`config.mk`:
```
export PLATFORM = sky130hd
export DESIGN_NAME = dsl_scramble_defect_monitor
export DESIGN_NICKNAME = d
export VERILOG_FILES = /design/src/common/dsl_mon_pkg.sv /design/src/verilog/dsl_scramble_defect_monitor.sv
export SDC_FILE = /design/constraint.sdc
export NUM_CORES = 2
export LEC_CHECK = 0
export BUFFER_PORTS_ARGS = -buffer_cell sky130_fd_sc_hd__buf_2
export CAP_MARGIN = 30
export CORE_MARGIN = 2
export CORE_UTILIZATION = 44
export DETAILED_ROUTE_END_ITERATION = 6
export GPL_TIMING_DRIVEN = 0
export PLACE_DENSITY = 0.62
export SYNTH_ARGS = -nofsm -noshare
export SYNTH_HDL_FRONTEND = slang
export SYNTH_SLANG_ARGS = --single-unit
```
`constraint.sdc`:
```
create_clock -name mclk -period 8.75 [get_ports mclk]
set_clock_uncertainty 0.2 [all_clocks]
set_input_delay 1.75 -clock mclk [delete_from_list [all_inputs] [get_ports mclk]]
set_output_delay 1.75 -clock mclk [all_outputs]
set_load 0.005 [all_outputs]
```
`src/common/dsl_mon_pkg.sv`:
```
// Purpose: shared constants and carriers for the line scrambler and defect monitor
// Assumes: 10 MHz mclk, one line bit per valid strobe
// Notes: first received sync bit is the msb of the sync pattern
package dsl_mon_pkg;
   localparam int CLK_PERIOD_NS = 100;
   localparam longint NS_PER_MS = 64'h0000_0000_000F_4240;
   localparam int SEC_MS = 1000;
   localparam int FAIL_SET_MS = 2500;
   localparam int FAIL_HOLD_MS = 2000;
   // clears well inside the 20 s limit
   localparam int FAIL_CLR_MS = 10000;
   localparam int SEC_CYCLES = int'((SEC_MS * NS_PER_MS) / CLK_PERIOD_NS);
   localparam int FAIL_SET_CYCLES = int'((FAIL_SET_MS * NS_PER_MS) / CLK_PERIOD_NS);
   localparam int FAIL_HOLD_CYCLES = int'((FAIL_HOLD_MS * NS_PER_MS + CLK_PERIOD_NS - 1) / CLK_PERIOD_NS);
   localparam int FAIL_CLR_CYCLES = int'((FAIL_CLR_MS * NS_PER_MS) / CLK_PERIOD_NS);
   localparam int SEC_PER_15MIN = 900;
   localparam int PERIODS_PER_DAY = 96;
   localparam int SCR_ORDER = 23;
   localparam int TAP_UPSTREAM = 18;
   localparam int TAP_DOWNSTREAM = 5;
   localparam int SYNC_LEN = 14;
   localparam logic [13:0] SYNC_PATTERN = 14'h3F0C;
   localparam logic [1:0] SYNC_LOSS_SET = 2'h3;
   localparam logic [1:0] SYNC_LOSS_CLR = 2'h2;
   localparam logic [5:0] SES_ANOM_MIN = 6'h32;
   localparam logic [1:0] POWER_FRAMES = 2'h3;
   localparam int HIST15_DEPTH = 32;
   localparam int HIST24_DEPTH = 7;
   // register map, byte addresses
   localparam logic [9:0] REG_CTRL = 10'h000;
   localparam logic [9:0] REG_STATUS = 10'h004;
   localparam logic [9:0] REG_ANOM_COUNT = 10'h008;
   localparam logic [9:0] REG_ERR_SEC_COUNT = 10'h00C;
   localparam logic [9:0] REG_CUR15 = 10'h010;
   localparam logic [9:0] REG_CUR24_ES = 10'h014;
   localparam logic [9:0] REG_CUR24_SES = 10'h018;
   localparam logic [9:0] REG_CUR24_UAS = 10'h01C;
   localparam logic [9:0] REG_HIST15_BASE = 10'h100;
   localparam logic [9:0] REG_HIST24_ES = 10'h200;
   localparam logic [9:0] REG_HIST24_SES = 10'h220;
   localparam logic [9:0] REG_HIST24_UAS = 10'h240;
   localparam int CTRL_NETWORK_SIDE = 0;
   localparam int CTRL_SYNC_MODE = 1;
   localparam logic [1:0] CTRL_RESET = 2'h0;

   typedef struct packed {
      logic valid;
      logic unscr;
      logic sync;
      logic data;
   } line_bit_t;

   typedef struct packed {
      logic frame_end;
      logic stuff_err;
      logic [5:0] check_calc;
      logic [5:0] check_recv;
   } rx_frame_t;
endpackage

```
`src/verilog/dsl_scramble_defect_monitor.sv`:
```
// Purpose: scrambler, descrambler, sync-loss and performance monitor
// Assumes: framer on mclk marks sync/unscrambled bits and frame ends
// Notes: power pin is asynchronous and is synchronised here
//
// Contract
// - sync and justification bits bypass scrambling
// - self-synchronising order-23 scrambler structure
// - customer-to-network taps 23 and 18
// - network-to-customer taps 23 and 5
// - receiver descrambles with transmitter polynomial
// - check mismatch gives per-frame check anomaly
// - repeater anomaly drives segment anomaly bit
// - plesiochronous: 3 bad frames set sync-loss
// - framing bits are sync and stuffing
// - plesiochronous: 2 clean frames clear sync-loss
// - synchronous: 3 anomaly frames set sync-loss
// - repeater sync-loss drives segment defect bit
// - segment defect clears when no repeater loss
// - failure after 2.5 s continuous defect
// - failure clears within 20 s absence
// - failure held at least 2 seconds
// - power loss sent in 3 frames minimum
// - errored second: any anomaly or defect
// - severe second: 50 anomalies or defect
// - unavailable second: failure during interval
// - one-second timer, 8-bit wrapping second counter
// - anomaly count, 15-minute and daily histories
// - segment anomaly bit zero on check errors
// - segment defect bit zero on sync loss
// - power status bit one when power normal
// - fixed 14-bit sync pattern checked
//
// Design decisions made here: the placing of the registers and the address-and-strobe port.
`timescale 1ns/1ns
module dsl_scramble_defect_monitor #(
   parameter int SEC_CYC = dsl_mon_pkg::SEC_CYCLES,
   parameter int FAIL_SET_CYC = dsl_mon_pkg::FAIL_SET_CYCLES,
   parameter int FAIL_HOLD_CYC = dsl_mon_pkg::FAIL_HOLD_CYCLES,
   parameter int FAIL_CLR_CYC = dsl_mon_pkg::FAIL_CLR_CYCLES,
   parameter int SECS_15MIN = dsl_mon_pkg::SEC_PER_15MIN,
   parameter int PERIODS_DAY = dsl_mon_pkg::PERIODS_PER_DAY
) (
   input wire logic mclk,
   input wire logic reset,
   input wire dsl_mon_pkg::line_bit_t tx_in,
   input wire logic tx_frame_start,
   output logic tx_bit_out,
   input wire dsl_mon_pkg::line_bit_t rx_in,
   input wire dsl_mon_pkg::rx_frame_t rx_frame,
   output logic rx_bit_out,
   output logic rx_bit_valid,
   input wire logic rep_check_anomaly,
   input wire logic rep_sync_loss,
   input wire logic power_ok_pin,
   output logic seg_anomaly_bit,
   output logic seg_defect_bit,
   output logic power_status_bit,
   output logic sync_loss_defect,
   output logic sync_loss_failure,
   input wire logic [9:0] addr,
   input wire logic [31:0] wr_data,
   input wire logic wr_strobe,
   input wire logic rd_strobe,
   output logic [31:0] rd_data
);
   import dsl_mon_pkg::*;

   function automatic logic scr_feedback(input logic [22:0] sr, input logic upstream);
      scr_feedback = sr[SCR_ORDER - 1] ^ (upstream ? sr[TAP_UPSTREAM - 1] : sr[TAP_DOWNSTREAM - 1]);
   endfunction

   logic [1:0] ctrl_reg;
   logic [22:0] tx_sr_reg, rx_sr_reg;
   logic tx_bit_reg, rx_bit_reg, rx_valid_reg;
   logic [3:0] sync_idx_reg;
   logic frame_bad_reg;
   logic [1:0] bad_cnt_reg, good_cnt_reg;
   logic defect_reg, fail_reg;
   logic [31:0] def_cnt_reg, abs_cnt_reg, hold_cnt_reg, sec_cyc_reg;
   logic sega_reg, segd_reg, ps_reg, pwr_meta_reg, pwr_sync_reg;
   logic [1:0] ps_frames_reg;
   logic [5:0] anom_sec_reg;
   logic def_sec_reg, fail_sec_reg;
   logic [7:0] err_sec_cnt_reg;
   logic [31:0] anom_count_reg;
   logic [9:0] sec15_reg, es15_reg, ses15_reg, uas15_reg;
   logic [6:0] per_day_reg;
   logic [16:0] es24_reg, ses24_reg, uas24_reg;
   logic [4:0] p15_reg;
   logic [2:0] p24_reg;
   logic [29:0] h15_mem [0:HIST15_DEPTH - 1];
   logic [50:0] h24_mem [0:HIST24_DEPTH];
   logic [31:0] rd_data_reg;

   // direction of each path follows which terminal this is
   wire network_side = ctrl_reg[CTRL_NETWORK_SIDE];
   wire sync_mode = ctrl_reg[CTRL_SYNC_MODE];
   wire tx_upstream = !network_side;
   wire rx_upstream = network_side;
   wire tx_scr = tx_in.data ^ scr_feedback(tx_sr_reg, tx_upstream);
   wire rx_dscr = rx_in.data ^ scr_feedback(rx_sr_reg, rx_upstream);
   wire sync_bit_bad = rx_in.valid && rx_in.sync &&
      (rx_in.data != SYNC_PATTERN[4'(SYNC_LEN - 1) - sync_idx_reg]);
   wire check_anom = rx_frame.frame_end && (rx_frame.check_calc != rx_frame.check_recv);
   wire frame_framing_bad = frame_bad_reg || sync_bit_bad || rx_frame.stuff_err;
   wire frame_bad = sync_mode ? check_anom : frame_framing_bad;
   wire sec_tick = (sec_cyc_reg == 32'(SEC_CYC - 1));
   wire es_now = (anom_sec_reg != 6'h00) || def_sec_reg;
   wire ses_now = (anom_sec_reg >= SES_ANOM_MIN) || def_sec_reg;
   wire uas_now = fail_sec_reg;
   wire end15 = sec_tick && (sec15_reg == 10'(SECS_15MIN - 1));
   wire end24 = end15 && (per_day_reg == 7'(PERIODS_DAY - 1));
   wire [9:0] es15_next = es15_reg + {9'h000, es_now};
   wire [9:0] ses15_next = ses15_reg + {9'h000, ses_now};
   wire [9:0] uas15_next = uas15_reg + {9'h000, uas_now};
   wire [16:0] es24_next = es24_reg + {16'h0000, es_now};
   wire [16:0] ses24_next = ses24_reg + {16'h0000, ses_now};
   wire [16:0] uas24_next = uas24_reg + {16'h0000, uas_now};
   wire [4:0] h15_idx = p15_reg - 5'h01 - addr[6:2];
   wire [2:0] h24_idx = p24_reg - 3'h1 - addr[4:2];
   wire [50:0] h24_word = h24_mem[h24_idx];
   wire in_h15 = (addr[9:7] == REG_HIST15_BASE[9:7]);
   wire in_h24 = (addr[4:2] < 3'(HIST24_DEPTH));
   logic [31:0] rd_next;

   always_comb begin
      rd_next = 32'h0000_0000;
      if (in_h15) begin
         rd_next = {2'h0, h15_mem[h15_idx]};
      end else begin
         case ({addr[9:5], 5'h00})
            REG_HIST24_ES: rd_next = in_h24 ? {15'h0000, h24_word[16:0]} : 32'h0000_0000;
            REG_HIST24_SES: rd_next = in_h24 ? {15'h0000, h24_word[33:17]} : 32'h0000_0000;
            REG_HIST24_UAS: rd_next = in_h24 ? {15'h0000, h24_word[50:34]} : 32'h0000_0000;
            default: begin
               case (addr)
                  REG_CTRL: rd_next = {30'h0000_0000, ctrl_reg};
                  REG_STATUS: rd_next = {26'h000_0000, ps_reg, segd_reg, sega_reg,
                     fail_reg, defect_reg, pwr_sync_reg};
                  REG_ANOM_COUNT: rd_next = anom_count_reg;
                  REG_ERR_SEC_COUNT: rd_next = {24'h00_0000, err_sec_cnt_reg};
                  REG_CUR15: rd_next = {2'h0, uas15_reg, ses15_reg, es15_reg};
                  REG_CUR24_ES: rd_next = {15'h0000, es24_reg};
                  REG_CUR24_SES: rd_next = {15'h0000, ses24_reg};
                  REG_CUR24_UAS: rd_next = {15'h0000, uas24_reg};
                  default: rd_next = 32'h0000_0000;
               endcase
            end
         endcase
      end
   end

   always_ff @(posedge mclk) begin
      if (reset) begin
         ctrl_reg <= CTRL_RESET;
         rd_data_reg <= 32'h0000_0000;
      end else begin
         if (wr_strobe && addr == REG_CTRL) begin
            ctrl_reg <= wr_data[1:0];
         end
         rd_data_reg <= rd_strobe ? rd_next : 32'h0000_0000;
      end
   end

   // delay lines shift only on scrambled bits; tx line feeds on itself, so it is cleared
   always_ff @(posedge mclk) begin
      if (reset) begin
         tx_bit_reg <= 1'b0;
         rx_bit_reg <= 1'b0;
         rx_valid_reg <= 1'b0;
         tx_sr_reg <= 23'h000000;
      end else begin
         rx_valid_reg <= rx_in.valid;
         if (tx_in.valid && !tx_in.unscr) begin
            tx_sr_reg <= {tx_sr_reg[21:0], tx_scr};
         end
         if (tx_in.valid) begin
            tx_bit_reg <= tx_in.unscr ? tx_in.data : tx_scr;
         end
         if (rx_in.valid) begin
            rx_bit_reg <= rx_in.unscr ? rx_in.data : rx_dscr;
         end
      end
      if (rx_in.valid && !rx_in.unscr) begin
         rx_sr_reg <= {rx_sr_reg[21:0], rx_in.data};
      end
   end

   // sync-loss defect from framing or check errors per frame
   always_ff @(posedge mclk) begin
      if (reset) begin
         sync_idx_reg <= 4'h0;
         frame_bad_reg <= 1'b0;
         bad_cnt_reg <= 2'h0;
         good_cnt_reg <= 2'h0;
         defect_reg <= 1'b0;
      end else if (rx_frame.frame_end) begin
         sync_idx_reg <= 4'h0;
         frame_bad_reg <= 1'b0;
         bad_cnt_reg <= frame_bad ? ((bad_cnt_reg == SYNC_LOSS_SET) ? bad_cnt_reg
            : bad_cnt_reg + 2'h1) : 2'h0;
         good_cnt_reg <= frame_bad ? 2'h0 : ((good_cnt_reg == SYNC_LOSS_CLR) ? good_cnt_reg
            : good_cnt_reg + 2'h1);
         if (frame_bad && bad_cnt_reg >= SYNC_LOSS_SET - 2'h1) begin
            defect_reg <= 1'b1;
         end else if (!frame_bad && good_cnt_reg >= SYNC_LOSS_CLR - 2'h1) begin
            defect_reg <= 1'b0;
         end
      end else begin
         if (rx_in.valid && rx_in.sync) begin
            sync_idx_reg <= sync_idx_reg + 4'h1;
         end
         frame_bad_reg <= frame_bad_reg || sync_bit_bad;
      end
   end

   // failure timing in cycles; hold timer gates any clear
   always_ff @(posedge mclk) begin
      if (reset) begin
         fail_reg <= 1'b0;
         def_cnt_reg <= 32'h0000_0000;
         abs_cnt_reg <= 32'h0000_0000;
         hold_cnt_reg <= 32'h0000_0000;
      end else begin
         def_cnt_reg <= defect_reg ? def_cnt_reg + {31'h0000_0000, !fail_reg} : 32'h0000_0000;
         abs_cnt_reg <= defect_reg ? 32'h0000_0000 : abs_cnt_reg + {31'h0000_0000, fail_reg};
         hold_cnt_reg <= fail_reg ? hold_cnt_reg + {31'h0000_0000,
            hold_cnt_reg < 32'(FAIL_HOLD_CYC)} : 32'h0000_0000;
         if (!fail_reg && defect_reg && def_cnt_reg >= 32'(FAIL_SET_CYC - 1)) begin
            fail_reg <= 1'b1;
         end else if (fail_reg && !defect_reg && abs_cnt_reg >= 32'(FAIL_CLR_CYC - 1)
            && hold_cnt_reg >= 32'(FAIL_HOLD_CYC)) begin
            fail_reg <= 1'b0;
         end
      end
   end

   // indicator bits; power pin crosses in through two flops
   always_ff @(posedge mclk) begin
      if (reset) begin
         sega_reg <= 1'b1;
         segd_reg <= 1'b1;
         ps_reg <= 1'b1;
         ps_frames_reg <= 2'h0;
         pwr_meta_reg <= 1'b1;
         pwr_sync_reg <= 1'b1;
      end else begin
         pwr_meta_reg <= power_ok_pin;
         pwr_sync_reg <= pwr_meta_reg;
         if (rx_frame.frame_end) begin
            sega_reg <= !(check_anom || rep_check_anomaly);
         end
         segd_reg <= !(defect_reg || rep_sync_loss);
         if (network_side) begin
            ps_reg <= 1'b1;
         end else if (!pwr_sync_reg) begin
            ps_reg <= 1'b0;
            ps_frames_reg <= 2'h0;
         end else if (!ps_reg && tx_frame_start) begin
            // return to one only after enough loss frames went out
            if (ps_frames_reg >= POWER_FRAMES - 2'h1) begin
               ps_reg <= 1'b1;
            end
            ps_frames_reg <= ps_frames_reg + 2'h1;
         end
      end
   end

   // one-second interval latches; an event in the tick cycle opens the next interval
   always_ff @(posedge mclk) begin
      if (reset) begin
         sec_cyc_reg <= 32'h0000_0000;
         anom_sec_reg <= 6'h00;
         def_sec_reg <= 1'b0;
         fail_sec_reg <= 1'b0;
         err_sec_cnt_reg <= 8'h00;
         anom_count_reg <= 32'h0000_0000;
      end else begin
         sec_cyc_reg <= sec_tick ? 32'h0000_0000 : sec_cyc_reg + 32'h0000_0001;
         anom_count_reg <= anom_count_reg + {31'h0000_0000, check_anom};
         if (sec_tick) begin
            anom_sec_reg <= {5'h00, check_anom};
            def_sec_reg <= defect_reg;
            fail_sec_reg <= fail_reg;
            err_sec_cnt_reg <= err_sec_cnt_reg + {7'h00, es_now || ses_now};
         end else begin
            if (check_anom && anom_sec_reg < SES_ANOM_MIN) begin
               anom_sec_reg <= anom_sec_reg + 6'h01;
            end
            def_sec_reg <= def_sec_reg || defect_reg;
            fail_sec_reg <= fail_sec_reg || fail_reg;
         end
      end
   end

   // period totals; histories are rings addressed newest first
   always_ff @(posedge mclk) begin
      if (reset) begin
         sec15_reg <= 10'h000;
         per_day_reg <= 7'h00;
         {es15_reg, ses15_reg, uas15_reg} <= 30'h0000_0000;
         {es24_reg, ses24_reg, uas24_reg} <= 51'h0_0000_0000_0000;
         p15_reg <= 5'h00;
         p24_reg <= 3'h0;
      end else if (sec_tick) begin
         sec15_reg <= end15 ? 10'h000 : sec15_reg + 10'h001;
         {es15_reg, ses15_reg, uas15_reg} <= end15 ? 30'h0000_0000
            : {es15_next, ses15_next, uas15_next};
         {es24_reg, ses24_reg, uas24_reg} <= end24 ? 51'h0_0000_0000_0000
            : {es24_next, ses24_next, uas24_next};
         if (end15) begin
            p15_reg <= p15_reg + 5'h01;
            per_day_reg <= end24 ? 7'h00 : per_day_reg + 7'h01;
         end
         if (end24) begin
            p24_reg <= (p24_reg == 3'(HIST24_DEPTH)) ? 3'h0 : p24_reg + 3'h1;
         end
      end
   end

   always_ff @(posedge mclk) begin
      if (!reset && end15) begin
         h15_mem[p15_reg] <= {uas15_next, ses15_next, es15_next};
      end
      if (!reset && end24) begin
         h24_mem[p24_reg] <= {uas24_next, ses24_next, es24_next};
      end
   end

   assign tx_bit_out = tx_bit_reg;
   assign rx_bit_out = rx_bit_reg;
   assign rx_bit_valid = rx_valid_reg;
   assign seg_anomaly_bit = sega_reg;
   assign seg_defect_bit = segd_reg;
   assign power_status_bit = ps_reg;
   assign sync_loss_defect = defect_reg;
   assign sync_loss_failure = fail_reg;
   assign rd_data = rd_data_reg;

   property p_bypass;
      @(posedge mclk) disable iff (reset)
      (tx_in.valid && tx_in.unscr) |=> (tx_bit_out == $past(tx_in.data)) && $stable(tx_sr_reg);
   endproperty
   a_bypass: assert property (p_bypass) else $error("unscrambled bit altered");

   property p_scr_shift;
      @(posedge mclk) disable iff (reset)
      (tx_in.valid && !tx_in.unscr) |=> (tx_sr_reg[0] == tx_bit_out) && (tx_sr_reg[22:1] == $past(tx_sr_reg[21:0]));
   endproperty
   a_scr_shift: assert property (p_scr_shift) else $error("scrambler line not fed by output");

   property p_anomaly_count;
      @(posedge mclk) disable iff (reset)
      check_anom |=> anom_count_reg == $past(anom_count_reg) + 32'h0000_0001;
   endproperty
   a_anomaly_count: assert property (p_anomaly_count) else $error("anomaly not counted");

   property p_loss_set;
      @(posedge mclk) disable iff (reset)
      (rx_frame.frame_end && frame_bad && bad_cnt_reg == 2'h2) |=> defect_reg;
   endproperty
   a_loss_set: assert property (p_loss_set) else $error("sync loss not declared");

   property p_loss_clear;
      @(posedge mclk) disable iff (reset)
      (rx_frame.frame_end && !frame_bad && good_cnt_reg == 2'h1) |=> !defect_reg;
   endproperty
   a_loss_clear: assert property (p_loss_clear) else $error("sync loss not cleared");

   property p_fail_rise;
      @(posedge mclk) disable iff (reset)
      $rose(fail_reg) |-> $past(defect_reg) && $past(def_cnt_reg) >= 32'(FAIL_SET_CYC - 1);
   endproperty
   a_fail_rise: assert property (p_fail_rise) else $error("failure raised early");

   property p_fail_hold;
      @(posedge mclk) disable iff (reset)
      $fell(fail_reg) |-> $past(hold_cnt_reg) >= 32'(FAIL_HOLD_CYC) && !$past(defect_reg);
   endproperty
   a_fail_hold: assert property (p_fail_hold) else $error("failure dropped too soon");

   property p_segd;
      @(posedge mclk) disable iff (reset)
      (defect_reg || rep_sync_loss) |=> !seg_defect_bit;
   endproperty
   a_segd: assert property (p_segd) else $error("segment defect bit not zero");

   property p_err_sec;
      @(posedge mclk) disable iff (reset)
      (sec_tick && def_sec_reg) |=> err_sec_cnt_reg == $past(err_sec_cnt_reg) + 8'h01;
   endproperty
   a_err_sec: assert property (p_err_sec) else $error("errored second missed");
endmodule

```
==> impl_metrics.yaml <==
critical_path:
  critPathKind: "in -> reg"
  worstPathArrival_ns: 7.01
  cp.required_ns: 9.21
  start_kind: "input pin"
  worstPathMaxFanout: 10
  crit_path_end_kind: "flip-flop"
placement:
  placed_area_um2: 75700
  dp_slack_ns: 1.54
  dp_cells: 6629
  gp_congestion: 0.933
  hpwl_mm: 128
  port_buffers: 76
status:
  outcome: "finished clean"
detailed_routing:
  wire_per_inst_um: 27.0
  drt-pass1-iter-count: 6
  drt.antenna.violating_nets: 0
  wl_mm: 189
  vias_per_cell: 5.88
  drt_iter0_drc: 4575
  drc: 0
  vias: 41000
clocking:
  clk-insertion-delay-late_ns: 0.83
  cts_htree_levels: 4
  cts_resized: 0
  cts_setup_buffers: 0
  cts_made_buffers: 180
  cts-root-buf: "clkbuf_16"
  clk_pin_slew_ns: 0.06
  cts_tree: "built"
  cts_hold_buf: 0
  cts_buffer_depth: 3
  cts_sinks: 1751
synth:
  yosysUniqueCellTypes: 81
  synth_top_family_by_area: "multiplexers"
  synth_async_sr_flop_share_pct: 0
  synth_top_area_share_pct: 59.3
  ys_seq_area_share_pct: 69.6
  yosys.area_share.adder_pct: 0.839
  avgSynthCellArea_um2: 16.1
  synth_xor_area_share_pct: 3.13
  yosys_most_used_dff: "edfxtp_1"
  synth_compound_area_share_pct: 3.65
  netlist_instances: 4385
  synth-simple-area-share_pct: 7.85
  synth.cell_area_um2: 70400
  synth_top_area_cell: "edfxtp_1"
  synth_nets: 4503
  ys_ff_latch: 1751
  synth_edf_count: 1391
  yosysWarnings: 0
  synth.area.mux_share_pct: 13.4
  yosys-top-cells-area: "edfxtp_1 (59%), mux4_2 (11%), dfxtp_1 (10%), xor2_1 (2.0%), nand2_1 (1.9%)"
grt:
  grt_antenna_before_repair: 9
  grt_pass1_wl_mm: 274
  first_global_vias: 39900
  grt-ovfl-total: 0
  track_usage_pct: 23.0
  grt_start_max_net_pins: 34
finish:
  layout.cells.most_common_list: "edfxtp_1 (1,391), dfxtp_1 (360), nand2_1 (358)"
  drive_gt1_share_pct: 20.2
  syn2layout_area_growth_pct: 16.2
  instances_no_fill: 6983
  multi_input_area_um2: 20900
  layout.cells.most_common: "edfxtp_1"
  fin_area_um2: 81800
  layout.nets: 4868
  top_regs: "h15_mem x960, h24_mem x408"
  largest_register_ffs: 960
  top_register: "h15_mem"
  ff_latch_area_um2: 49000
  fillCellCount: 12900
floorplanning:
  start_util_pct: 44.4
  die_area_um2: 163000
  core_area_um2: 159000
  rows: 146
  ioPinCount: 112
  fp.dieW_um: 404
  fp.dieH_um: 404
sta:
  finalHoldViolations: 0
  layout_setup_ws_ns: 2.20
  period_needed_ns: 6.55
  relSlewSlack_pct: 25.3
  worst_pin_slew_ns: 1.11
  rsz0062_at_grt: "false"
  setup_viol: 0
  slew_violations: 0
  fmax_mhz: 153
  whs_ns: 0.212
  fin_crit_sh_pct: 74.9
  setup_tns_ns: 0
power_and_ir_drop:
  p_int_mw: 13.6
  clockPowerShare_pct: 45.0
  p_leak_nw: 27.2
  max-vdd-ir-drop_mv: 0.253
  seq_power_share_pct: 51.5
  p_per_area_nw_per_um2: 211
  p_sw_share_pct: 21.1
  comb_power_share_pct: 3.5
  power.switching_mw: 3.65
flow_run:
  cap_violations: 0
worst_hold_path:
  hp-class: "reg -> reg"
==> power by group through the flow <==
stage / logic (mW) / registers, mW / clock network, mW
floorplan: 0.382 / 9.07 / 0
detailed placement: 0.608 / 9.07 / 0
CTS: 0.611 / 8.90 / 7.88
finish: 0.610 / 8.90 / 7.78
global route: 0.644 / 8.89 / 8.21
global placement: 0.590 / 9.07 / 0
==> layer usage <==
metal | wire length (µm) | GRT usage, % | up-vias | share of wire, %
met5 | 20 | 0 | - | 0.011
met4 | 5580 | 7.48 | 2 | 3.0
met3 | 16400 | 4.75 | 276 | 8.7
met2 | 86600 | 35.2 | 1748 | 46
met1 | 79800 | 33.1 | 21200 | 42
li1 | - | - | 17800 | -
==> Yosys cell counts (13+ instances only) <==
| cell | instances |
|---|---|
| a21oi_1 | 161 |
| ha_1 | 44 |
| o22ai_1 | 67 |
| a22oi_1 | 18 |
| inv_1 | 35 |
| clkbuf_1 | 152 |
| or2_2 | 13 |
| or3_1 | 28 |
| and4_1 | 18 |
| xor2_1 | 160 |
| nor2b_1 | 14 |
| dfxtp_1 | 360 |
| buf_1 | 15 |
| mux2i_1 | 126 |
| mux2_2 | 37 |
| mux4_2 | 344 |
| xnor2_1 | 87 |
| edfxtp_1 | 1391 |
| o21ai_0 | 61 |
| nand3b_1 | 17 |
| and3_1 | 44 |
| nand2_1 | 358 |
| nor4_1 | 48 |
| nor3_1 | 44 |
| nand3_1 | 131 |
| nand4_1 | 63 |
| nor2_1 | 321 |
| buf_2 | 47 |
| a221oi_1 | 15 |
==> critical path, stage by stage <==
cell and delay [ns]:
buf_2 0.16, buf_2 0.25, inv_1 0.37, ha_1 0.26, inv_1 0.06, fa_1 0.47, buf_2 0.30, buf_2 0.37
clkbuf_1 0.65, buf_1 0.70, mux4_2 0.37, mux2i_1 0.12, a211oi_1 0.62, a2bb2oi_1 0.55
==> per-stage QoR <==
step,total power [mW],utilization (%)
final,17.3,51.6
after global routing,17.7,51.6
after CTS,17.4,51.5
after detailed placement,9.68,47.7
after global placement,9.66,46.3
after floorplan,9.45,-
==> path summary, 6_finish.rpt <==
check / from / to / slack (ns) / cells after the start
worst max register to register: sec15_reg[0] / h24_mem[0][16] / 3.41 / 12
worst min-delay path: pwr_meta_reg / pwr_sync_reg / 0.21 / 1
worst min register to register: pwr_meta_reg / pwr_sync_reg / 0.21 / 1
worst max-delay path: addr[2] / rd_data[16] / 2.20 / 14
==> kinds of logic (layout without fill, tap and decap cells) <==
| kind of cell | Yosys count | after routing |
|---|---|---|
| flip-flops | 1751 | 1751 |
| AND/OR/NAND/NOR | 1155 | 1155 |
| multiplexers | 508 | 508 |
| AO/OA/AOI/OAI | 416 | 416 |
| buffers and inverters | 260 | 778 |
| XOR/XNOR | 249 | 249 |
| adder cells (fa/ha/maj) | 46 | 46 |
| other | 0 | 8 |
==> final cells by class <==
type | count | area share [%]
inverter | 36 | 0.165
antenna | 8 | 0.0245
buffer | 224 | 1.16
tap | 2072 | 3.17
clock inverter | 89 | 1.29
multi-input combinational | 2374 | 25.6
timing repair buffer | 183 | 2.73
clock buffer | 246 | 6.02
sequential | 1751 | 59.9
Note: power is estimated with default switching activity, not from simulation.
